<file path="src/pccr_pkg.sv">
// Constants and types for the PWM channel configuration register bank
package pccr_pkg;
  localparam logic [7:0] PCCR_CMD_CLOCKING = 8'hf5;
  localparam logic [7:0] PCCR_CMD_CHAN_CFG = 8'hd0;
  localparam logic [7:0] PCCR_CMD_MODE = 8'hd4;
  localparam logic [7:0] PCCR_RST_CLOCKING = 8'h14;
  localparam logic [7:0] PCCR_RST_CHAN_CFG = 8'h1d;
  localparam logic [7:0] PCCR_RST_MODE = 8'hc8;
  // Field positions
  localparam int PCCR_CLK_SHARE_BIT = 4;
  localparam int PCCR_CFG_RUN_BIT = 4;
  localparam int PCCR_CFG_SHORT_BIT = 3;
  localparam int PCCR_CFG_GATE_BIT = 2;
  localparam int PCCR_CFG_DECAY_BIT = 0;
  localparam int PCCR_MODE_RANGE_BIT = 7;
  localparam int PCCR_MODE_SERVO_BIT = 6;
  localparam int PCCR_MODE_TEMP_BIT = 5;
  localparam int PCCR_MODE_PROTO_BIT = 1;
  localparam int PCCR_MODE_CONDUCT_BIT = 0;
  localparam logic [7:0] PCCR_CLK_WMASK = 8'h3f;
  localparam logic [7:0] PCCR_CFG_WMASK = 8'hfd;
  // Timing
  localparam int PCCR_CLK_MHZ = 250;
  localparam int PCCR_RUN_EXTRA_MS = 136;
  localparam int PCCR_MIN_OFF_MS = 120;
  localparam int PCCR_RUN_EXTRA_CYC = PCCR_RUN_EXTRA_MS * 1000 * PCCR_CLK_MHZ;
  localparam int PCCR_MIN_OFF_CYC = PCCR_MIN_OFF_MS * 1000 * PCCR_CLK_MHZ;
  localparam int PCCR_TW = 32;

  // Register bus request
  typedef struct packed {
    logic wr;
    logic rd;
    logic [7:0] cmd;
    logic page;
    logic all_pages;
    logic [7:0] data;
  } pccr_req_t;

  // Per-channel decoded controls
  typedef struct packed {
    logic low_range;
    logic servo_en;
    logic temp_direct;
    logic no_dcm_roc;
    logic dcm_allowed;
    logic decay_needed;
    logic [1:0] boost_width;
  } pccr_chan_ctl_t;
endpackage

</file>
<file path="src/pccr_regs.sv">
// PWM channel configuration register bank, two channels
`timescale 1ns/1ps
// Operation
// RQ1: Clocking register writes taken only with both channels off, else busy.
// RQ2: Share clock bit 0: line enabled once input reaches start threshold.
// RQ3: Share clock bit 1: line low at stop threshold until start threshold.
// RQ4: Phase field selects channel phases and maximum duty cycle.
// RQ5: Run bit 0: off command pulses run low for the computed time.
// RQ6: Run bit 1: no run pulse on off command.
// RQ7: Short-cycle bit 0: on and off commands followed as they arrive.
// RQ8: Short-cycle bit 1: re-on in turn-off aborts, then 120ms off.
// RQ9: Gate bit 1: output disabled while share clock line is low.
// RQ10: Host writes reserved bits as zero.
// RQ11: Decay bit 0: retry waits for output decay to 12.5 percent.
// RQ12: Mode register writes taken only with addressed channels off.
// RQ13: Mode bit 7 selects output range 5.25V or 2.65V.
// RQ14: Mode bit 6 enables servo unless load-line setting is nonzero.
// RQ15: Mode bit 5 clear selects base-emitter difference temperature method.
// RQ16: Mode bit 5 set selects direct voltage temperature method.
// RQ17: Mode bit 1 selects plain or no-discontinuous three-state protocol.
// RQ18: Mode bit 0 selects continuous or discontinuous conduction.
// RQ19: Registers reached at command codes 0xF5, 0xD0, 0xD4.
// RQ20: Defaults 0x14, 0x1D and 0xC8.
// RQ21: Reads return last accepted value; busy writes leave it unchanged.
module pccr_regs #(
  parameter int TW = pccr_pkg::PCCR_TW,
  parameter int RUN_EXTRA_CYC = pccr_pkg::PCCR_RUN_EXTRA_CYC,
  parameter int MIN_OFF_CYC = pccr_pkg::PCCR_MIN_OFF_CYC
) (
  input wire logic REF_CLK,
  input wire logic ARST_N,
  input wire pccr_pkg::pccr_req_t REQ,
  output logic [7:0] RD_DATA,
  output logic RD_VALID,
  output logic CMD_NACK,
  output logic BUSY_FAULT,
  input wire logic [1:0] CHAN_RUNNING,
  input wire logic [1:0] CHAN_CMD_ON,
  input wire logic [1:0] CHAN_IN_TOFF,
  input wire logic [1:0] LOAD_LINE_NONZERO,
  input wire logic [2*TW-1:0] TOFF_TOTAL_CYC,
  input wire logic [2*TW-1:0] RESTART_CYC,
  input wire logic INPUT_AT_START,
  input wire logic INPUT_AT_STOP,
  input wire logic INIT_DONE,
  output logic SHARED_CLOCK_LINE_EN,
  output logic [2:0] PHASE_SEL,
  output logic [7:0] PHASE0_DEG,
  output logic [8:0] PHASE1_DEG,
  output logic DUTY_875,
  output logic [1:0] RUN_PULSE_N,
  output logic [1:0] OUT_ENABLE,
  output pccr_pkg::pccr_chan_ctl_t [1:0] CHAN_CTL
);
  import pccr_pkg::*;

  logic [7:0] clk_cfg_q, clk_cfg_d;
  logic [1:0][7:0] chan_cfg_q, chan_cfg_d;
  logic [1:0][7:0] mode_q, mode_d;
  logic [7:0] rd_data_q, rd_data_d;
  logic rd_valid_q, rd_valid_d;
  logic nack_q, nack_d;
  logic busy_q, busy_d;
  logic share_en_q, share_en_d;
  logic [1:0] sel;
  logic wr_busy;

  // Channels a paged command addresses
  always_comb begin
    sel = REQ.all_pages ? 2'b11 : (REQ.page ? 2'b10 : 2'b01);
  end

  always_comb begin
    clk_cfg_d = clk_cfg_q;
    chan_cfg_d = chan_cfg_q;
    mode_d = mode_q;
    rd_data_d = rd_data_q;
    rd_valid_d = 1'b0;
    nack_d = 1'b0;
    busy_d = busy_q;
    wr_busy = 1'b0;
    if (REQ.wr) begin
      case (REQ.cmd)
        PCCR_CMD_CLOCKING: begin
          if (CHAN_RUNNING != 2'b00) begin
            wr_busy = 1'b1; // RQ1
          end else begin
            // Reserved bits stored as zero; host should send zero
            clk_cfg_d = REQ.data & PCCR_CLK_WMASK; // RQ10
          end
        end
        PCCR_CMD_CHAN_CFG: begin
          for (int i = 0; i < 2; i++) begin
            if (sel[i]) begin
              chan_cfg_d[i] = REQ.data & PCCR_CFG_WMASK; // RQ10
            end
          end
        end
        PCCR_CMD_MODE: begin
          if ((CHAN_RUNNING & sel) != 2'b00) begin
            wr_busy = 1'b1; // RQ12
          end else begin
            for (int i = 0; i < 2; i++) begin
              if (sel[i]) begin
                mode_d[i] = REQ.data;
              end
            end
          end
        end
        default: begin
        end
      endcase
    end
    if (wr_busy) begin
      // Register left as is; flag stays until reset
      nack_d = 1'b1; // RQ1 RQ12 RQ21
      busy_d = 1'b1;
    end
    if (REQ.rd) begin
      rd_valid_d = 1'b1;
      case (REQ.cmd)
        PCCR_CMD_CLOCKING: rd_data_d = clk_cfg_q; // RQ19 RQ21
        PCCR_CMD_CHAN_CFG: rd_data_d = chan_cfg_q[REQ.page];
        PCCR_CMD_MODE: rd_data_d = mode_q[REQ.page];
        default: begin
          rd_data_d = 8'h00;
          nack_d = 1'b1;
        end
      endcase
    end
  end

  always_ff @(posedge REF_CLK or negedge ARST_N) begin
    if (!ARST_N) begin
      clk_cfg_q <= PCCR_RST_CLOCKING; // RQ20
      chan_cfg_q <= {2{PCCR_RST_CHAN_CFG}};
      mode_q <= {2{PCCR_RST_MODE}};
      rd_data_q <= 8'h00;
      rd_valid_q <= 1'b0;
      nack_q <= 1'b0;
      busy_q <= 1'b0;
    end else begin
      clk_cfg_q <= clk_cfg_d;
      chan_cfg_q <= chan_cfg_d;
      mode_q <= mode_d;
      rd_data_q <= rd_data_d;
      rd_valid_q <= rd_valid_d;
      nack_q <= nack_d;
      busy_q <= busy_d;
    end
  end

  assign RD_DATA = rd_data_q;
  assign RD_VALID = rd_valid_q;
  assign CMD_NACK = nack_q;
  assign BUSY_FAULT = busy_q;

  // Share clock line enable
  always_comb begin
    share_en_d = share_en_q;
    if (!INIT_DONE) begin
      share_en_d = 1'b0;
    end else if (INPUT_AT_START) begin
      share_en_d = 1'b1; // RQ2 RQ3
    end else if (clk_cfg_q[PCCR_CLK_SHARE_BIT] && INPUT_AT_STOP) begin
      share_en_d = 1'b0; // RQ3
    end
  end

  always_ff @(posedge REF_CLK or negedge ARST_N) begin
    if (!ARST_N) begin
      share_en_q <= 1'b0;
    end else begin
      share_en_q <= share_en_d;
    end
  end

  assign SHARED_CLOCK_LINE_EN = share_en_q;

  // Phase decode; zero pattern has no documented meaning
  logic [7:0] ph0_d;
  logic [8:0] ph1_d;
  logic [7:0] ph0_q;
  logic [8:0] ph1_q;
  logic duty_d, duty_q;
  always_comb begin
    duty_d = clk_cfg_q[2]; // RQ4
    case (clk_cfg_q[2:0])
      3'h7: begin
        ph0_d = 8'h87;
        ph1_d = 9'h13b;
      end
      3'h6: begin
        ph0_d = 8'h5a;
        ph1_d = 9'h10e;
      end
      3'h5: begin
        ph0_d = 8'h2d;
        ph1_d = 9'h0e1;
      end
      3'h3: begin
        ph0_d = 8'h78;
        ph1_d = 9'h12c;
      end
      3'h2: begin
        ph0_d = 8'h3c;
        ph1_d = 9'h0f0;
      end
      default: begin
        ph0_d = 8'h00;
        ph1_d = 9'h0b4;
      end
    endcase
  end

  always_ff @(posedge REF_CLK or negedge ARST_N) begin
    if (!ARST_N) begin
      ph0_q <= 8'h00;
      ph1_q <= 9'h0b4;
      duty_q <= 1'b1;
    end else begin
      ph0_q <= ph0_d;
      ph1_q <= ph1_d;
      duty_q <= duty_d;
    end
  end

  assign PHASE_SEL = clk_cfg_q[2:0];
  assign PHASE0_DEG = ph0_q;
  assign PHASE1_DEG = ph1_q;
  assign DUTY_875 = duty_q;

  // Per-channel controls and sequencers
  for (genvar g = 0; g < 2; g++) begin : g_chan
    assign CHAN_CTL[g].low_range = mode_q[g][PCCR_MODE_RANGE_BIT]; // RQ13
    // Load line forces servo off
    assign CHAN_CTL[g].servo_en = mode_q[g][PCCR_MODE_SERVO_BIT]
      && !LOAD_LINE_NONZERO[g]; // RQ14
    assign CHAN_CTL[g].temp_direct = mode_q[g][PCCR_MODE_TEMP_BIT]; // RQ15 RQ16
    assign CHAN_CTL[g].no_dcm_roc = mode_q[g][PCCR_MODE_PROTO_BIT]; // RQ17
    // Protocol bit overrides conduction mode
    assign CHAN_CTL[g].dcm_allowed = mode_q[g][PCCR_MODE_CONDUCT_BIT]
      && !mode_q[g][PCCR_MODE_PROTO_BIT]; // RQ18
    assign CHAN_CTL[g].decay_needed = !chan_cfg_q[g][PCCR_CFG_DECAY_BIT]; // RQ11
    assign CHAN_CTL[g].boost_width = mode_q[g][4:3];

    pccr_chan_seq #(
      .TW(TW),
      .RUN_EXTRA_CYC(RUN_EXTRA_CYC),
      .MIN_OFF_CYC(MIN_OFF_CYC)
    ) u_seq (
      .clk(REF_CLK),
      .arst_n(ARST_N),
      .cmd_on(CHAN_CMD_ON[g]),
      .in_toff(CHAN_IN_TOFF[g]),
      .toff_total_cyc(TOFF_TOTAL_CYC[g*TW +: TW]),
      .restart_cyc(RESTART_CYC[g*TW +: TW]),
      .no_run_pulse(chan_cfg_q[g][PCCR_CFG_RUN_BIT]),
      .short_cycle(chan_cfg_q[g][PCCR_CFG_SHORT_BIT]),
      .gate_on_share(chan_cfg_q[g][PCCR_CFG_GATE_BIT]),
      .share_low(!share_en_q),
      .run_pulse_n(RUN_PULSE_N[g]),
      .out_enable(OUT_ENABLE[g])
    );
  end
endmodule

</file>
<file path="src/pccr_chan_seq.sv">
// Per-channel run pulse and short-cycle sequencing
`timescale 1ns/1ps
module pccr_chan_seq #(
  parameter int TW = pccr_pkg::PCCR_TW,
  parameter int RUN_EXTRA_CYC = pccr_pkg::PCCR_RUN_EXTRA_CYC,
  parameter int MIN_OFF_CYC = pccr_pkg::PCCR_MIN_OFF_CYC
) (
  input wire logic clk,
  input wire logic arst_n,
  input wire logic cmd_on,
  input wire logic in_toff,
  input wire logic [TW-1:0] toff_total_cyc,
  input wire logic [TW-1:0] restart_cyc,
  input wire logic no_run_pulse,
  input wire logic short_cycle,
  input wire logic gate_on_share,
  input wire logic share_low,
  output logic run_pulse_n,
  output logic out_enable
);
  import pccr_pkg::*;

  logic cmd_on_q, cmd_on_d;
  logic [TW-1:0] run_cnt_q, run_cnt_d;
  logic [TW-1:0] off_cnt_q, off_cnt_d;
  logic [TW-1:0] pulse_len;
  logic reon;

  always_comb begin
    // Re-on during turn-off: abort and hold off
    reon = !cmd_on_q && cmd_on && short_cycle && in_toff;
    pulse_len = toff_total_cyc + TW'(RUN_EXTRA_CYC);
    if (restart_cyc > pulse_len) begin
      pulse_len = restart_cyc;
    end
    cmd_on_d = cmd_on;
    run_cnt_d = run_cnt_q;
    off_cnt_d = off_cnt_q;
    if (run_cnt_q != '0) begin
      run_cnt_d = run_cnt_q - TW'(1);
    end
    if (off_cnt_q != '0) begin
      off_cnt_d = off_cnt_q - TW'(1);
    end
    // Falling edge of the on command starts the run pulse
    if (cmd_on_q && !cmd_on && !no_run_pulse) begin
      run_cnt_d = pulse_len; // RQ5
    end
    if (reon) begin
      off_cnt_d = TW'(MIN_OFF_CYC); // RQ8
    end
  end

  always_ff @(posedge clk or negedge arst_n) begin
    if (!arst_n) begin
      cmd_on_q <= 1'b0;
      run_cnt_q <= '0;
      off_cnt_q <= '0;
    end else begin
      cmd_on_q <= cmd_on_d;
      run_cnt_q <= run_cnt_d;
      off_cnt_q <= off_cnt_d;
    end
  end

  // No pulse at all when the channel is set to skip it
  assign run_pulse_n = (run_cnt_q == '0) || no_run_pulse; // RQ5 RQ6
  // Without short-cycle, the command passes straight through unless the share clock gate blocks it
  // Dark in the re-on cycle too, before the hold counter has loaded
  assign out_enable = cmd_on && (off_cnt_q == '0) && !reon // RQ7 RQ8
    && (run_cnt_q == '0 || !short_cycle)
    && !(gate_on_share && share_low); // RQ9
endmodule

</file>
<file path="config.mk">
export PLATFORM = sky130hd
export DESIGN_NAME = pccr_regs
export DESIGN_NICKNAME = d
export VERILOG_FILES = /design/src/pccr_pkg.sv /design/src/pccr_regs.sv /design/src/pccr_chan_seq.sv
export SDC_FILE = /design/constraint.sdc
export NUM_CORES = 1
export LEC_CHECK = 0
export ABC_AREA = 1
export BUFFER_PORTS_ARGS = -buffer_cell sky130_fd_sc_hd__buf_2
export CORE_MARGIN = 4
export CORE_UTILIZATION = 45
export DETAILED_ROUTE_END_ITERATION = 10
export GPL_ROUTABILITY_DRIVEN = 1
export PLACE_DENSITY = 0.72
export SYNTH_ARGS = -nofsm -noshare
export SYNTH_HDL_FRONTEND = slang
export SYNTH_SLANG_ARGS = --single-unit
</file>
<file path="constraint.sdc">
create_clock -name REF_CLK -period 1.9 [get_ports REF_CLK]
set_clock_uncertainty 0.1 [all_clocks]
set_input_delay 0.095 -clock REF_CLK [delete_from_list [all_inputs] [get_ports REF_CLK]]
set_output_delay 0.095 -clock REF_CLK [all_outputs]
set_load 0.02 [all_outputs]
</file>
Word level (Yosys, flattened, before mapping)
Cells that the tools add are included.

word-level totals
  register bits = 196
  input port bits = 161
  output and inout bits = 53
  logic and storage cells = 138

operators by class
  add/subtract/negate cells = 6
  $lt $le $gt $ge = 3
  equality and inequality tests = 9
  muxes and demuxes = 30
  bitwise operators = 3
  reduce and logical (&&, ||, !) cells = 68

operators by type and width
  kind                                                 count
  two-way mux 32 bit                                   10
  logical NOT 32 bit                                   4
  nonzero test 32 bit                                  4
  subtractor 32 x 1 -> 32 bit (second input constant)  4
  adder 32 x 26 -> 32 bit (second input constant)      2
  greater-than comparator 32 bit                       2
  case mux 9 bit (5 select lines)                      1
  case mux 8 bit (5 select lines)                      1
  two-way mux 8 bit                                    4
  logical AND 1 bit                                    25
  == test 8 bit (second input constant)                3
  case mux 8 bit (3 select lines)                      1
  logical NOT 1 bit                                    19
  nonzero test 2 bit                                   6
  two-way mux 1 bit                                    10
  == test 3 bit (second input constant)                3
  AND reduction 3 bit                                  3
  AND reduction 4 bit                                  2
  == test 3 x 2 -> 1 bit (second input constant)       2
  logical OR 1 bit                                     4
  two-way mux 2 bit                                    2
  != test 3 x 2 -> 1 bit (second input constant)       1
  OR reduction 3 bit                                   1
  bitwise AND 2 bit                                    1
  3 further kinds                                      4

Depth between registers and ports, before layout
Gate-level depths: netlist (run 1).

  depth in word-level cells = 10
  gate-level depth with buffers = 25
  mapped depth without buffers = 25

Cells and area by module
Synthesis (run 1) repeated with hierarchy kept, for this count alone.

second synthesis, totals
  cells, all modules = 2246
  area total of the unflattened synthesis = 15429.8 µm²

modules (own cells, without submodules)
  module                            instances  cells each  area an instance (µm²)  seq. area each (µm²)
  pccr_chan_seq at g_chan[0].u_seq  1          957         6286.0                  1626.6
  pccr_chan_seq at g_chan[1].u_seq  1          926         5997.0                  1626.6
  pccr_regs                         1          363         3146.8                  1602.8

Worst setup path after synthesis (run 1)
OpenSTA, ideal clock, no wires.

  path type = input to register
  start = in TOFF_TOTAL_CYC[39]
  end = reg g_chan[1].u_seq.run_cnt_q[17]
  library setup time = 0.136 ns
  data arrival time = 2.487 ns
  data required time = 1.664 ns
  slack = -0.823 ns
  cell stages on the path = 21
  buffers on the path = 1
  cells stage by stage = ha_1 > nand2_1 > nand2_1 > nand2_1 > o21ai_0 > nand3_1 > nand2_1 > nand2_1 > nand2_1 > inv_1 > ha_1 > nand2_1 > nor2_1 > nand2_1 > nor2_1 > nand4_1 > nand2_1 > buf_2 > nand2_1 > o21ai_0 > o21ai_0

on the way
  longest elaborated chain between the ends = 4

RTL lines
  item                            RTL line             RTL
  start: declaration              pccr_regs.sv:41      input wire logic [2*TW-1:0] TOFF_TOTAL_CYC,
  adder 32 x 26 -> 32 bit *       pccr_chan_seq.sv:32  pulse_len = toff_total_cyc + TW'(RUN_EXTRA_CYC);
  greater-than comparator 32 bit  pccr_chan_seq.sv:33  if (restart_cyc > pulse_len) begin
  two-way mux 32 bit *            pccr_chan_seq.sv:33
  two-way mux 32 bit *            pccr_chan_seq.sv:46  if (cmd_on_q && !cmd_on && !no_run_pulse) begin
  end signal: assignment          pccr_chan_seq.sv:61  run_cnt_q <= run_cnt_d;
  end: declaration                pccr_chan_seq.sv:24  logic [TW-1:0] run_cnt_q, run_cnt_d;

Mark *: on every way between the ends. The rest lies on a longest branch, timed or not.
A chain may end at the register's enable or synchronous reset.

Worst setup path after layout (run 1)
  start = in TOFF_TOTAL_CYC[39]
  end = reg g_chan[1].u_seq.run_cnt_q[30]

The elaborated chain is that of the path after synthesis.

==> results of run 1 <==
==> flip-flops by register name, indices dropped and copies added, names as in the netlist, 2 cells and up <==
signal / count
g_chan.u_seq.off_cnt_q: 64
g_chan.u_seq.run_cnt_q: 64
chan_cfg_q: 14
CHAN_CTL: 10
PHASE1_DEG: 8
RD_DATA: 8
PHASE0_DEG: 6
clk_cfg_q: 6
mode_q: 6
g_chan.u_seq.cmd_on_q: 2
==> layer usage <==
layer | up-vias | GRT usage [%] | share of wire, %
met3 | 263 | 3.54 | 6.5
li1 | 8363 | - | -
met2 | 941 | 49.1 | 50
met5 | - | 0 | 0
met1 | 8539 | 34.3 | 38
met4 | 0 | 10.4 | 4.9
==> critical path, cell delays in order <==
cell,delay [ps]
sky130_fd_sc_hd__buf_6,110
sky130_fd_sc_hd__ha_4,160
sky130_fd_sc_hd__nand2_4,80
sky130_fd_sc_hd__nand2_4,60
sky130_fd_sc_hd__nand2_4,100
sky130_fd_sc_hd__buf_4,120
sky130_fd_sc_hd__buf_4,110
sky130_fd_sc_hd__xor2_2,210
sky130_fd_sc_hd__ha_1,330
sky130_fd_sc_hd__nand2_1,120
sky130_fd_sc_hd__inv_1,50
sky130_fd_sc_hd__o21ai_1,200
sky130_fd_sc_hd__nand2_1,150
sky130_fd_sc_hd__nor2_2,160
sky130_fd_sc_hd__nand2_2,80
sky130_fd_sc_hd__nand2_2,100
sky130_fd_sc_hd__nand2_4,90
sky130_fd_sc_hd__nand2_8,100
sky130_fd_sc_hd__buf_6,120
sky130_fd_sc_hd__buf_16,120
sky130_fd_sc_hd__nand2_1,130
sky130_fd_sc_hd__nand3_2,140
sky130_fd_sc_hd__nand2_2,60
sky130_fd_sc_hd__inv_1,50
==> Yosys cell counts, types with 10 or more instances <==
master / count / share of area, %
sky130_fd_sc_hd__nand3_1: 165 / 5.7
sky130_fd_sc_hd__a21oi_2: 10 / 0.60
sky130_fd_sc_hd__nor2_1: 265 / 6.8
sky130_fd_sc_hd__a21oi_1: 129 / 4.4
sky130_fd_sc_hd__buf_4: 20 / 1.0
sky130_fd_sc_hd__nor3_1: 47 / 1.6
sky130_fd_sc_hd__nor4_1: 14 / 0.60
sky130_fd_sc_hd__ha_1: 70 / 6.0
sky130_fd_sc_hd__clkbuf_1: 29 / 0.75
sky130_fd_sc_hd__inv_1: 306 / 7.9
sky130_fd_sc_hd__nor2_4: 10 / 0.77
sky130_fd_sc_hd__dfstp_2: 21 / 3.8
sky130_fd_sc_hd__o21ai_0: 130 / 4.5
sky130_fd_sc_hd__xnor2_1: 22 / 1.3
sky130_fd_sc_hd__nor2_2: 15 / 0.64
sky130_fd_sc_hd__xor2_1: 44 / 2.6
sky130_fd_sc_hd__nand2_1: 483 / 12
sky130_fd_sc_hd__dfrtp_1: 172 / 30
sky130_fd_sc_hd__nand4_1: 30 / 1.3
sky130_fd_sc_hd__nand3b_1: 30 / 1.5
==> cells by family after synthesis <==
group                      share of synthesized area, %
xor gates and xnor gates                           3.97
muxes                                             0.275
AOI/OAI and AO/OA                                  11.9
buffers and inverters                              10.5
DFF                                                33.3
adders and majority gates                          6.01
and+or+nand+nor                                    34.0
==> stage by stage <==
| stage | hold WS, ps | std cells | setup WS, ps | TNS [ps] |
|---|---|---|---|---|
| CTS | 0.0938 | 3239 | -644 | -32580 |
| global placement | -6.88 | 3056 | -1210 | -64210 |
| detailed placement | -6.70 | 3056 | -1290 | -70120 |
| floorplan | -301 | 2126 | -674 | -35010 |
| global route | 4.22 | 3278 | -925 | -60180 |
| finish | 7.89 | 3278 | -855 | -49910 |
==> placed cells by master, fill, tap and decap left out, types with 7 or more instances in the layout <==
cell type                       netlist  layout
sky130_fd_sc_hd__nor3_2               5      19
sky130_fd_sc_hd__o21ai_2              0      11
sky130_fd_sc_hd__inv_2                4      35
sky130_fd_sc_hd__nor2_2              15      62
sky130_fd_sc_hd__buf_2                9     197
sky130_fd_sc_hd__ha_1                70      58
sky130_fd_sc_hd__a21oi_2             10      34
sky130_fd_sc_hd__dfstp_2             21      21
sky130_fd_sc_hd__nand2_2              4      90
sky130_fd_sc_hd__buf_6                5      38
sky130_fd_sc_hd__dfrtp_1            172     172
sky130_fd_sc_hd__a31oi_1              8       8
sky130_fd_sc_hd__buf_12               0      12
sky130_fd_sc_hd__nand3_1            165     113
sky130_fd_sc_hd__nand2_1            483     359
sky130_fd_sc_hd__buf_4               20     448
sky130_fd_sc_hd__dlygate4sd3_1        0      75
sky130_fd_sc_hd__xor2_1              44      33
sky130_fd_sc_hd__nand4_1             30      30
sky130_fd_sc_hd__nand3_4              1       9
sky130_fd_sc_hd__xor2_2               0      11
sky130_fd_sc_hd__o21ai_1              9      27
sky130_fd_sc_hd__o21ai_0            130      99
sky130_fd_sc_hd__nand3b_1            30      30
sky130_fd_sc_hd__nor2_1             265     185
sky130_fd_sc_hd__or2_2                8       8
sky130_fd_sc_hd__nor4_1              14       7
sky130_fd_sc_hd__nor3_4               0       7
sky130_fd_sc_hd__ha_4                 0      12
sky130_fd_sc_hd__nor3_1              47      26
sky130_fd_sc_hd__inv_1              306     269
sky130_fd_sc_hd__nand3_2              4      48
sky130_fd_sc_hd__buf_8                0       9
sky130_fd_sc_hd__nor2_4              10      43
sky130_fd_sc_hd__xnor2_1             22      20
sky130_fd_sc_hd__nand2_4              2      37
sky130_fd_sc_hd__a21oi_1            129     103
sky130_fd_sc_hd__clkbuf_16            0      17
==> power by group through the flow <==
| stage | Clock, mW | Sequential, mW | Combinational, mW |
|---|---|---|---|
| finish | 3.75 | 5.28 | 5.98 |
| detailed placement | 0 | 5.25 | 4.33 |
| global placement | 0 | 5.22 | 4.20 |
| floorplan | 0 | 5.21 | 2.36 |
| global route | 3.94 | 5.34 | 6.47 |
| CTS | 3.76 | 5.19 | 5.03 |
==> worst paths after layout <==
path                                                             end  depth (start not counted)
setup / recovery           g_chan[1].u_seq.run_cnt_q[30]$_DFFE_PN0P_                         24
hold / removal             g_chan[1].u_seq.run_cnt_q[16]$_DFFE_PN0P_                          4
setup reg to reg            g_chan[1].u_seq.run_cnt_q[7]$_DFFE_PN0P_                         11
hold reg to reg                                   DUTY_875$_DFF_PN1_                          0
max in group asynchronous                      mode_q[6]$_DFFE_PN1P_                          3
min in group asynchronous  g_chan[0].u_seq.off_cnt_q[10]$_DFFE_PN0P_                          2
==> cell type report <==
class,instances,area (um2),area share (%)
well taps,402,503,2.17
inverters,312,1190,5.15
repair buffers,782,5970,25.7
multi-input cells,1557,10100,43.5
clock buffers,20,447,1.92
flip-flops and latches,193,4860,20.9
clock inverters,12,145,0.625
==> what timing repair did <==
| action | 4_1_cts | 5_1_grt |
|---|---|---|
| resized for setup | 256 | 318 |
| endpoints found under the setup margin | 100 | 120 |
| buffers inserted | 71 | 49 |
| pin swaps | 124 | 164 |
| gates cloned | 6 | 0 |
| hold endpoints to repair | 275 | 0 |
| hold buffers | 75 | 0 |
==> key figures, run 1 <==
Run status
  • Run status: complete, but fails checks
  • Violated checks: negative setup slack

STA
  • Finish-stage setup viols: 81
  • Worst-margin pin slew: 660 ps
  • Total count of max-transition violations in the final report: 0
  • Peak Freq: about 360 MHz
  • Unrepaired setup endpoints after global routing: yes
  • Worst slew slack as a fraction of its limit: 56.0%
  • Final critical-path share of the clock period: 145%
  • Worst-case setup margin in the final layout: -855 ps
  • Minimum clock period after layout: 2760 ps
  • Hold violation count in the final report: 0

Worst setup path
  • CP arrival: roughly 3000 ps
  • Maximum fanout along the worst path: 5
  • Launching element type of the critical path: input pin
  • Kind of end point of the critical path: flop
  • Critical path class: in -> reg
  • Required @ worst endpoint: ~2200 ps
  • Start point of the critical path: TOFF_TOTAL_CYC[39]
  • Reg-to-reg critical path startpoint: g_chan[1].u_seq.run_cnt_q[2]$_DFFE_PN0P_
  • Register-to-register setup slack: -320 ps

Power and ir drop
  • Relative contribution of the clock network to total power: about a quarter
  • Power Total: 15.0 mW
  • Switching part of the total: between 30% and 40%
  • Part of the power in combinational logic: approximately two fifths
  • Power dissipated by switching net loads: between 5 and 6 mW
  • Internal Power: 9.52 mW
  • Static power due to leakage: ~12 nW
  • Register share of total power: 35.1%
  • Maximum VDD drop: around 0.67 mV
  • Power density over cell area: 647 nW/um2

Logic synthesis
  • Post-synth cell types: 54
  • Synthesized netlist cell count: roughly 2,100
  • Main flop type after synthesis: sky130_fd_sc_hd__dfrtp_1
  • Number of enable flip-flop cells after synthesis: 0
  • Average size of a mapped cell: a little under 7 um2
  • Area of the mapped netlist: 14,600 um2
  • Async set-or-reset flop fraction in the synthesized netlist: 100%
  • Sequential-to-total area share from yosys stat: between 30% and 40%
  • Synth warn: 0
  • Flip-flop and latch count after synthesis: roughly 190
  • Post-Synthesis Net Count: roughly 2,400

Global routing
  • Initial antenna violation count: 0
  • GRT Total Usage: between 20% and 30%
  • Total gr overflow: 0
  • Pin count of the biggest net entering global routing: 53
  • Wire length of the first global-routing pass: between 80 and 90 mm
  • Via count of the first global-routing pass: ~17,000

Clock tree
  • Deepest clock path buffer count: 2
  • TritonCTS clock tree: yes
  • Clock transition at the register clock pins on the worst setup and hold paths after CTS: around 70 ps
  • Clock sink count: around 190
  • Worst skew pair latency: about 450 ps
  • CTS Buf Count: 17
  • Number of H-tree branching levels: 4
  • Root Driver: sky130_fd_sc_hd__clkbuf_16

Hold path
  • Class of the most critical hold timing path: in -> reg
  • Hold path start: RESTART_CYC[48]

Layout
  • Antenna Cells: 0
  • Post-layout nets: 3,094
  • Number of inserted filler cells in the final layout: roughly 2,100
  • Final design area excluding fillers: ~23,000 um2
  • Share of the core filled with cells: around 73%
  • Area overhead of the layout relative to synthesis: 59.2%
  • Layout cells sized above 1: roughly 42%

Floorplan
  • Std-Cell Core Area: ~32,000 um2
  • Initial Utilization: between 40 and 50%
  • Chip Width: between 150 and 200 um
  • Number of I/O pins: 214
  • Area of the die: 35,300 um2
  • Die Y-Extent: about 190 um
  • Placement Rows: 65

Flow run
  • Maximum Capacitance Violations: 0

Placed design
  • Post-DP HPWL: about 34 mm
  • # port buffers: ~210
  • Total placed instance area: between 15,000 and 20,000 um2
  • RePlAce Congestion: slightly above 0.9

Drt
  • Via total after detailed routing: 18,106
  • Detailed-route wire length per cell: between 15 and 20 um
  • First-iteration detailed-routing DRC count: around 1,700
  • Vias/cell: 5.52
  • Detailed-router iteration count before antenna repair: 8
  • DRC: 0
  • Final ANT Viol Nets: 0
  • Total wire length: ~57 mm
Power figures use the tool's default switching activity.
==> run 2, diff against run 1 <==
ABC_AREA = not set   (was 1)
PLACE_DENSITY = 0.73   (was 0.72)
==> run 2 against run 1 <==
The flow finishes with violations (negative hold slack, negative setup slack). Total power is 18% higher. Via count decreased by 17%. Sequential cell count is the same. Worst hold slack got worse by 14 ps. Routed wire length shrank 4.2%. Combinational power is 40% higher. Highest routed layer unchanged.
==> key figures, run 2 <==
Run status
  • Run status: complete, but fails checks
  • Violated checks: negative hold slack, negative setup slack

Layout
  • Most used cells in the layout excluding fill and tap cells: sky130_fd_sc_hd__buf_4 (443), sky130_fd_sc_hd__buf_2 (200), sky130_fd_sc_hd__dfrtp_1 (172), sky130_fd_sc_hd__nor2_1 (96), sky130_fd_sc_hd__nand2_1 (82)
  • Share of the core filled with cells: between 70% and 80%
  • Post-layout nets: 2,329
  • Area overhead of the layout relative to synthesis: 68.3%
  • Most frequent standard cell in the layout excluding fill and tap cells: sky130_fd_sc_hd__buf_4
  • Layout cells sized above 1: 50.4%
  • Largest registers: g_chan.u_seq.off_cnt_q: 64 flops, g_chan.u_seq.run_cnt_q: 64 flops, chan_cfg_q: 14 flops

Drt
  • DRC: 0
  • First-iteration detailed-routing DRC count: about 1,400
  • Final ANT Viol Nets: 0
  • Via total after detailed routing: approximately 15,000
  • Detailed-route wire length per cell: approximately 22 um
  • Vias/cell: 6.04
  • Total wire length: around 55 mm
  • Detailed-router iteration count before antenna repair: 6

Worst setup path
  • Endpoint of the most critical register-to-register path: g_chan[1].u_seq.run_cnt_q[22]$_DFFE_PN0P_
  • Register-to-register setup slack: -1390 ps
  • Launching element type of the critical path: input pin
  • Required @ worst endpoint: around 2100 ps
  • CP arrival: about 3500 ps
  • Cell with the largest stage delay on the worst path: sky130_fd_sc_hd__a2111oi_4
  • Critical path class: in -> reg
  • Chain of cells forming the critical path: buf_12 -> ha_4 -> a211oi_4 -> o221ai_4 -> a21oi_4 -> nor3b_2 -> xnor2_1 -> ha_1 -> nand4_1 -> nor3_4 -> buf_6 -> a2111oi_4 -> a21oi_4 -> buf_6 -> buf_12 -> or3_4 -> o211ai_1
  • Kind of end point of the critical path: flop
  • R2R cell count: 10
  • Reg-to-reg critical path startpoint: g_chan[1].u_seq.run_cnt_q[0]$_DFFE_PN0P_
  • Delay of the slowest cell on the worst path: ~420 ps
  • Maximum fanout along the worst path: 6

Logic synthesis
  • Post-synth cell types: 68
  • Sequential-to-total area share from yosys stat: between 30% and 40%
  • Main flop type after synthesis: sky130_fd_sc_hd__dfrtp_1
  • Async set-or-reset flop fraction in the synthesized netlist: 100%
  • Dominant cell type by area after synthesis: sky130_fd_sc_hd__dfrtp_1
  • Most area-consuming cells after synthesis: sky130_fd_sc_hd__dfrtp_1 (34%), sky130_fd_sc_hd__ha_1 (6.9%), sky130_fd_sc_hd__xnor2_1 (5.8%)
  • Area of the mapped netlist: 12,600 um2
  • Synthesized netlist cell count: around 1,300
  • Number of enable flip-flop cells after synthesis: 0
  • Average size of a mapped cell: about 9.4 um2
  • Flip-flop and latch count after synthesis: slightly below 200
  • Area share of the largest cell type after synthesis: about a third
  • Leading cell types by count after synthesis: sky130_fd_sc_hd__dfrtp_1 (172), sky130_fd_sc_hd__nor2_1 (113), sky130_fd_sc_hd__nand2_1 (100), sky130_fd_sc_hd__xnor2_1 (84)
  • Library cell with the highest instance count after synthesis: sky130_fd_sc_hd__dfrtp_1
  • Post-Synthesis Net Count: around 1,600
  • Synth warn: 0

Global routing
  • Wire length of the first global-routing pass: 75.2 mm
  • Via count of the first global-routing pass: 14,932
  • GRT Total Usage: 29.7%
  • Pin count of the biggest net entering global routing: 47
  • Initial antenna violation count: 1
  • Total gr overflow: 0

Floorplan
  • Initial Utilization: 45.6%
  • Area of the die: roughly 31,000 um2
  • Die Y-Extent: around 180 um
  • Chip Width: between 150 and 200 um
  • Placement Rows: 61
  • Number of I/O pins: ~210
  • Std-Cell Core Area: between 20,000 and 30,000 um2

STA
  • Worst slew slack as a fraction of its limit: around 45%
  • Tightest hold margin: -6.21 ps
  • Hold violation count in the final report: 1
  • Unrepaired setup endpoints after global routing: yes
  • Peak Freq: 301 MHz
  • Total count of max-transition violations in the final report: 0
  • Worst-margin pin slew: a little over 800 ps
  • Final critical-path share of the clock period: 175%
  • Finish-stage setup viols: 132
  • Minimum clock period after layout: 3320 ps
  • Worst-case setup margin in the final layout: -1420 ps

Power and ir drop
  • Register share of total power: between 30% and 40%
  • Power density over cell area: about 830 nW/um2
  • Relative contribution of the clock network to total power: 20.9%
  • Part of the power in combinational logic: between 40% and 50%
  • Maximum VDD drop: 0.706 mV
  • Static power due to leakage: between 9 and 10 nW
  • Internal Power: around 11 mW
  • Power dissipated by switching net loads: approximately 6.6 mW
  • Switching part of the total: between 30% and 40%

Hold path
  • Hold path start: TOFF_TOTAL_CYC[8]
  • Count of cells along the worst hold path: 4
  • Class of the most critical hold timing path: in -> reg
  • Terminating pin of the worst hold path: g_chan[0].u_seq.run_cnt_q[8]$_DFFE_PN0P_

Clock tree
  • Clock sink count: approximately 190
  • CTS Buf Count: 17
  • Clock transition at the register clock pins on the worst setup and hold paths after CTS: ~80 ps
  • Worst skew pair latency: about 440 ps
  • Root Driver: sky130_fd_sc_hd__clkbuf_16
  • TritonCTS clock tree: yes
  • Deepest clock path buffer count: 2
  • Number of H-tree branching levels: 4

Placed design
  • RePlAce Congestion: 0.930
  • Post-DP HPWL: 29.9 mm
  • # port buffers: about 210

Flow run
  • Maximum Capacitance Violations: 0
[run 2: cell types whose count changed in the layout (fill, tap and decap cells not counted), moves of 65 or more]
cell,previous run,this run
sky130_fd_sc_hd__a21oi_1,103,38
sky130_fd_sc_hd__inv_1,269,68
sky130_fd_sc_hd__nand2_1,359,82
sky130_fd_sc_hd__nand2_2,90,9
sky130_fd_sc_hd__nand3_1,113,30
sky130_fd_sc_hd__nor2_1,185,96
sky130_fd_sc_hd__o21ai_0,99,20
[run 2: worst max path at each step]
stage                       startpoint                                         to  cells after the start
global placement     TOFF_TOTAL_CYC[7]  g_chan[0].u_seq.run_cnt_q[20]$_DFFE_PN0P_                     14
finish              TOFF_TOTAL_CYC[39]   g_chan[1].u_seq.run_cnt_q[7]$_DFFE_PN0P_                     17
detailed placement   TOFF_TOTAL_CYC[7]  g_chan[0].u_seq.run_cnt_q[30]$_DFFE_PN0P_                     14
global route        TOFF_TOTAL_CYC[39]   g_chan[1].u_seq.run_cnt_q[7]$_DFFE_PN0P_                     17
floorplan           TOFF_TOTAL_CYC[39]  g_chan[1].u_seq.run_cnt_q[22]$_DFFE_PN0P_                     14
CTS                 TOFF_TOTAL_CYC[14]  g_chan[0].u_seq.run_cnt_q[11]$_DFFE_PN0P_                     15
[run 2: metrics by stage]
| step | std cells | power [mW] | cell area [um2] | setup slack, ps | TNS (ps) |
|---|---|---|---|---|---|
| 5_1_grt | 2490 | 18.4 | 21300 | -1520 | -141830 |
| 3_5_place_dp | 2293 | 11.7 | 17700 | -1630 | -140950 |
| 6_report | 2490 | 17.7 | 21300 | -1420 | -130760 |
| 3_3_place_gp | 2293 | 11.4 | 17700 | -1640 | -135760 |
| 2_1_floorplan | 1344 | 8.54 | 13300 | -987 | -95960 |
| 4_1_cts | 2452 | 16.1 | 20200 | -1040 | -104910 |
[run 2: kinds of logic after synthesis]
group                      after synthesis  share of synthesized area (%)
xor gates and xnor gates               145                           10.1
adders and majority gates               70                           6.93
muxes                                   97                           8.33
DFF                                    193                           38.4
AOI/OAI and AO/OA                      198                           10.7
buffers and inverters                  133                           4.63
and+or+nand+nor                        508                           21.0
[run 2: cell type report]
class | count | area [um2]
Multi-Input combinational cell | 1019 | 8930
Fill cell | 1542 | 6440
Timing Repair Buffer | 797 | 6150
Sequential cell | 193 | 4860
Tap cell | 378 | 473
Clock buffer | 19 | 453
Inverter | 70 | 263
Clock inverter | 13 | 145
Antenna cell | 1 | 2.50
[run 2: worst max-delay path: cells and delay by family]
kind	cells	cell delay [ps]
compound gates	6	1500
fa+ha+maj	2	460
xor+xnor	1	240
simple gates	4	710
buf+inv	4	530
[run 2: power groups by stage]
stage / Clock [mW] / Sequential (mW) / Combinational (mW)
3_3_place_gp: 0 / 5.48 / 5.95
6_report: 3.70 / 5.59 / 8.38
3_5_place_dp: 0 / 5.52 / 6.18
2_1_floorplan: 0 / 5.68 / 2.87
4_1_cts: 3.68 / 5.49 / 6.94
5_1_grt: 3.92 / 5.66 / 8.86
[run 2: what timing repair did]
item                                   4_1_cts  5_1_grt
setup buffers                               44       42
gates cloned                                 4        4
resized for setup                          159      143
endpoints found under the hold margin      275        0
pin swaps                                   95      100
hold buffers                                81        0
setup endpoints to repair                  132      132
[run 2: per-layer routing]
metal	GRT usage (%)	share of wire, %	vias up
met5	0	0	-
met3	5.62	7.8	402
met4	13.9	7.2	0
met2	53.1	50	1030
li1	-	-	6333
met1	34.4	35	7265
==> run 3, diff against run 2 <==
CORE_UTILIZATION = 30   (was 45)
PLACE_DENSITY = 0.54   (was 0.73)
==> run 3 against run 2 <==
The run ends with negative setup slack left. Count of clock-buffer cells in the layout fell by 2. Maximum frequency rose by 10%. First-iteration DRC count down 53%. Register-to-register slack better by 450 ps. Non-clock buffer count grew 20. Via count down 13%.
==> key figures, run 3 (same netlist as run 2, synthesis figures left out) <==
Drt
  • WL met1: 19.5 mm
  • Met3 layer wire length in the routed design: 1.57 mm
  • Vias/cell: between 4 and 5
  • Routed length on met2: between 20 and 25 mm
  • Final ANT Viol Nets: 0
  • Detailed-router iteration count before antenna repair: 6
  • Via total after detailed routing: approximately 13,000
  • Total wire length: between 40 and 50 mm
  • DRC: 0
  • First-iteration detailed-routing DRC count: 669
  • Detailed-route wire length per cell: between 15 and 20 um
  • Highest layer used for signal routing: met5

STA
  • Worst-margin pin slew: 511 ps
  • Total count of max-transition violations in the final report: 0
  • Finish-stage setup viols: between 100 and 150
  • Hold violation count in the final report: 0
  • Minimum clock period after layout: about 3000 ps
  • Worst-case setup margin in the final layout: -1100 ps
  • Worst slew slack as a fraction of its limit: 65.5%
  • Peak Freq: between 300 and 400 MHz
  • Final critical-path share of the clock period: 158%
  • Unrepaired setup endpoints after global routing: yes

Power and ir drop
  • Relative contribution of the clock network to total power: between 20% and 30%
  • Switching part of the total: between 30% and 40%
  • Static power due to leakage: between 9 and 10 nW
  • Power Total: approximately 17 mW
  • Register share of total power: about 33%
  • Maximum VDD drop: slightly below 0.6 mV
  • Internal Power: roughly 11 mW
  • Power density over cell area: between 700 and 800 nW/um2
  • Power dissipated by switching net loads: about 6 mW
  • Part of the power in combinational logic: approximately 45%

Worst setup path
  • Critical path class: in -> reg
  • Maximum fanout along the worst path: 4
  • Endpoint of the most critical register-to-register path: g_chan[0].u_seq.off_cnt_q[6]$_DFFE_PN0P_
  • Reg-to-reg critical path startpoint: g_chan[0].u_seq.off_cnt_q[6]$_DFFE_PN0P_
  • Kind of end point of the critical path: flop
  • Required @ worst endpoint: between 2000 and 2500 ps
  • CP arrival: ~3300 ps
  • Register-to-register setup slack: -940 ps
  • Launching element type of the critical path: input pin
  • R2R cell count: 9

Placed design
  • RePlAce Congestion: approximately 0.9
  • Post-DP HPWL: 32.1 mm
  • Total placed instance area: roughly 18,000 um2
  • # port buffers: ~210

Floorplan
  • Die Y-Extent: 213 um
  • Number of I/O pins: 214
  • Std-Cell Core Area: about 40,000 um2
  • Placement Rows: 74
  • Initial Utilization: between 30% and 40%
  • Chip Width: between 200 and 250 um
  • Area of the die: approximately 45,000 um2

Clock tree
  • Deepest clock path buffer count: 2
  • Clock sink count: 193
  • Root Driver: sky130_fd_sc_hd__clkbuf_16
  • TritonCTS clock tree: yes
  • Worst skew pair latency: about 460 ps
  • Number of H-tree branching levels: 4
  • CTS Buf Count: 17
  • Clock transition at the register clock pins on the worst setup and hold paths after CTS: ~90 ps

Global routing
  • Wire length of the first global-routing pass: between 60 and 70 mm
  • Initial antenna violation count: 4
  • Via count of the first global-routing pass: 13,708
  • Pin count of the biggest net entering global routing: 45
  • Total gr overflow: 0
  • GRT Total Usage: 18.9%

Layout
  • Largest registers: g_chan.u_seq.off_cnt_q: 64 flops, g_chan.u_seq.run_cnt_q: 64 flops, chan_cfg_q: 14 flops
  • Layout cells sized above 1: just under 50%
  • Area overhead of the layout relative to synthesis: 70.1%
  • Most frequent standard cell in the layout excluding fill and tap cells: sky130_fd_sc_hd__buf_4
  • Final design area excluding fillers: about 21,000 um2
  • Post-layout nets: ~2,400
  • Number of inserted filler cells in the final layout: around 3,600
  • Most used cells in the layout excluding fill and tap cells: sky130_fd_sc_hd__buf_4 (467), sky130_fd_sc_hd__buf_2 (194), sky130_fd_sc_hd__dfrtp_1 (172), sky130_fd_sc_hd__nor2_1 (99), sky130_fd_sc_hd__nand2_1 (83)

Hold path
  • Class of the most critical hold timing path: in -> async

Run status
  • Violated checks: negative setup slack
  • Run status: complete, but fails checks

Flow run
  • Maximum Capacitance Violations: 0
[run 3: metal layers]
layer | up-vias | GRT usage [%]
met5 | - | 0
met4 | 6 | 4.52
met3 | 60 | 3.23
met2 | 214 | 33.7
met1 | 6334 | 24.0
li1 | 6387 | -
[run 3: worst max path at each step]
stage                            start                                         to  cells after the start
floorplan           TOFF_TOTAL_CYC[39]  g_chan[1].u_seq.run_cnt_q[22]$_DFFE_PN0P_                     14
global placement    TOFF_TOTAL_CYC[39]  g_chan[1].u_seq.run_cnt_q[26]$_DFFE_PN0P_                     17
detailed placement  TOFF_TOTAL_CYC[39]  g_chan[1].u_seq.run_cnt_q[28]$_DFFE_PN0P_                     16
CTS                 TOFF_TOTAL_CYC[40]  g_chan[1].u_seq.run_cnt_q[25]$_DFFE_PN0P_                     17
global route        TOFF_TOTAL_CYC[39]  g_chan[1].u_seq.run_cnt_q[14]$_DFFE_PN0P_                     17
finish               TOFF_TOTAL_CYC[7]  g_chan[0].u_seq.run_cnt_q[20]$_DFFE_PN0P_                     16
[run 3: timing repair]
| action | CTS | global route |
|---|---|---|
| resized for setup | 193 | 95 |
| hold buffers | 81 | 0 |
| endpoints found under the hold margin | 281 | 0 |
| setup buffers | 70 | 28 |
| cloned | 9 | 0 |
| pin swaps | 103 | 75 |
| setup endpoints to repair | 132 | 132 |
[run 3: critical path, cell delays in order]
cell and delay (ps):
sky130_fd_sc_hd__buf_8 110, sky130_fd_sc_hd__ha_4 160, sky130_fd_sc_hd__a211oi_4 290, sky130_fd_sc_hd__o221ai_4 150, sky130_fd_sc_hd__a41o_1 250, sky130_fd_sc_hd__nand2_2 100
sky130_fd_sc_hd__xor2_2 80, sky130_fd_sc_hd__ha_1 320, sky130_fd_sc_hd__nand4_1 160, sky130_fd_sc_hd__buf_4 180, sky130_fd_sc_hd__nor4_4 320, sky130_fd_sc_hd__o31ai_4 150
sky130_fd_sc_hd__buf_4 160, sky130_fd_sc_hd__a22o_4 290, sky130_fd_sc_hd__mux2_4 320, sky130_fd_sc_hd__mux2i_1 140
[run 3: power groups by stage]
stage | logic [mW] | registers (mW) | clock network [mW]
floorplan | 2.87 | 5.68 | 0
global placement | 6.01 | 5.49 | 0
detailed placement | 6.12 | 5.51 | 0
CTS | 7.09 | 5.45 | 3.93
global route | 8.12 | 5.58 | 4.08
finish | 7.49 | 5.48 | 3.84
[run 3: area by class of cell]
| cell class | count | area [um2] | area share (%) |
|---|---|---|---|
| clock inverters | 15 | 198 | 0.920 |
| inverters | 70 | 263 | 1.22 |
| multi-input cells | 1022 | 8770 | 40.8 |
| well taps | 532 | 666 | 3.10 |
| repair buffers | 817 | 6310 | 29.3 |
| flip-flops and latches | 193 | 4860 | 22.6 |
| diodes | 1 | 2.50 | 0.0116 |
| clock buffers | 17 | 425 | 1.98 |
[run 3: metrics by stage]
step | instances | hold WS [ps] | setup TNS, ps | worst slack [ps] | utilization, %
after floorplan | 1344 | -301 | -95960 | -987 | -
after global placement | 2461 | -39.7 | -151290 | -1810 | 43.7
after detailed placement | 2461 | -36.6 | -152710 | -1830 | 43.7
after CTS | 2647 | 1.37 | -106170 | -1100 | 50.9
after global routing | 2667 | 17.3 | -128180 | -1240 | 52.2
final | 2667 | 19.6 | -114650 | -1100 | 52.2
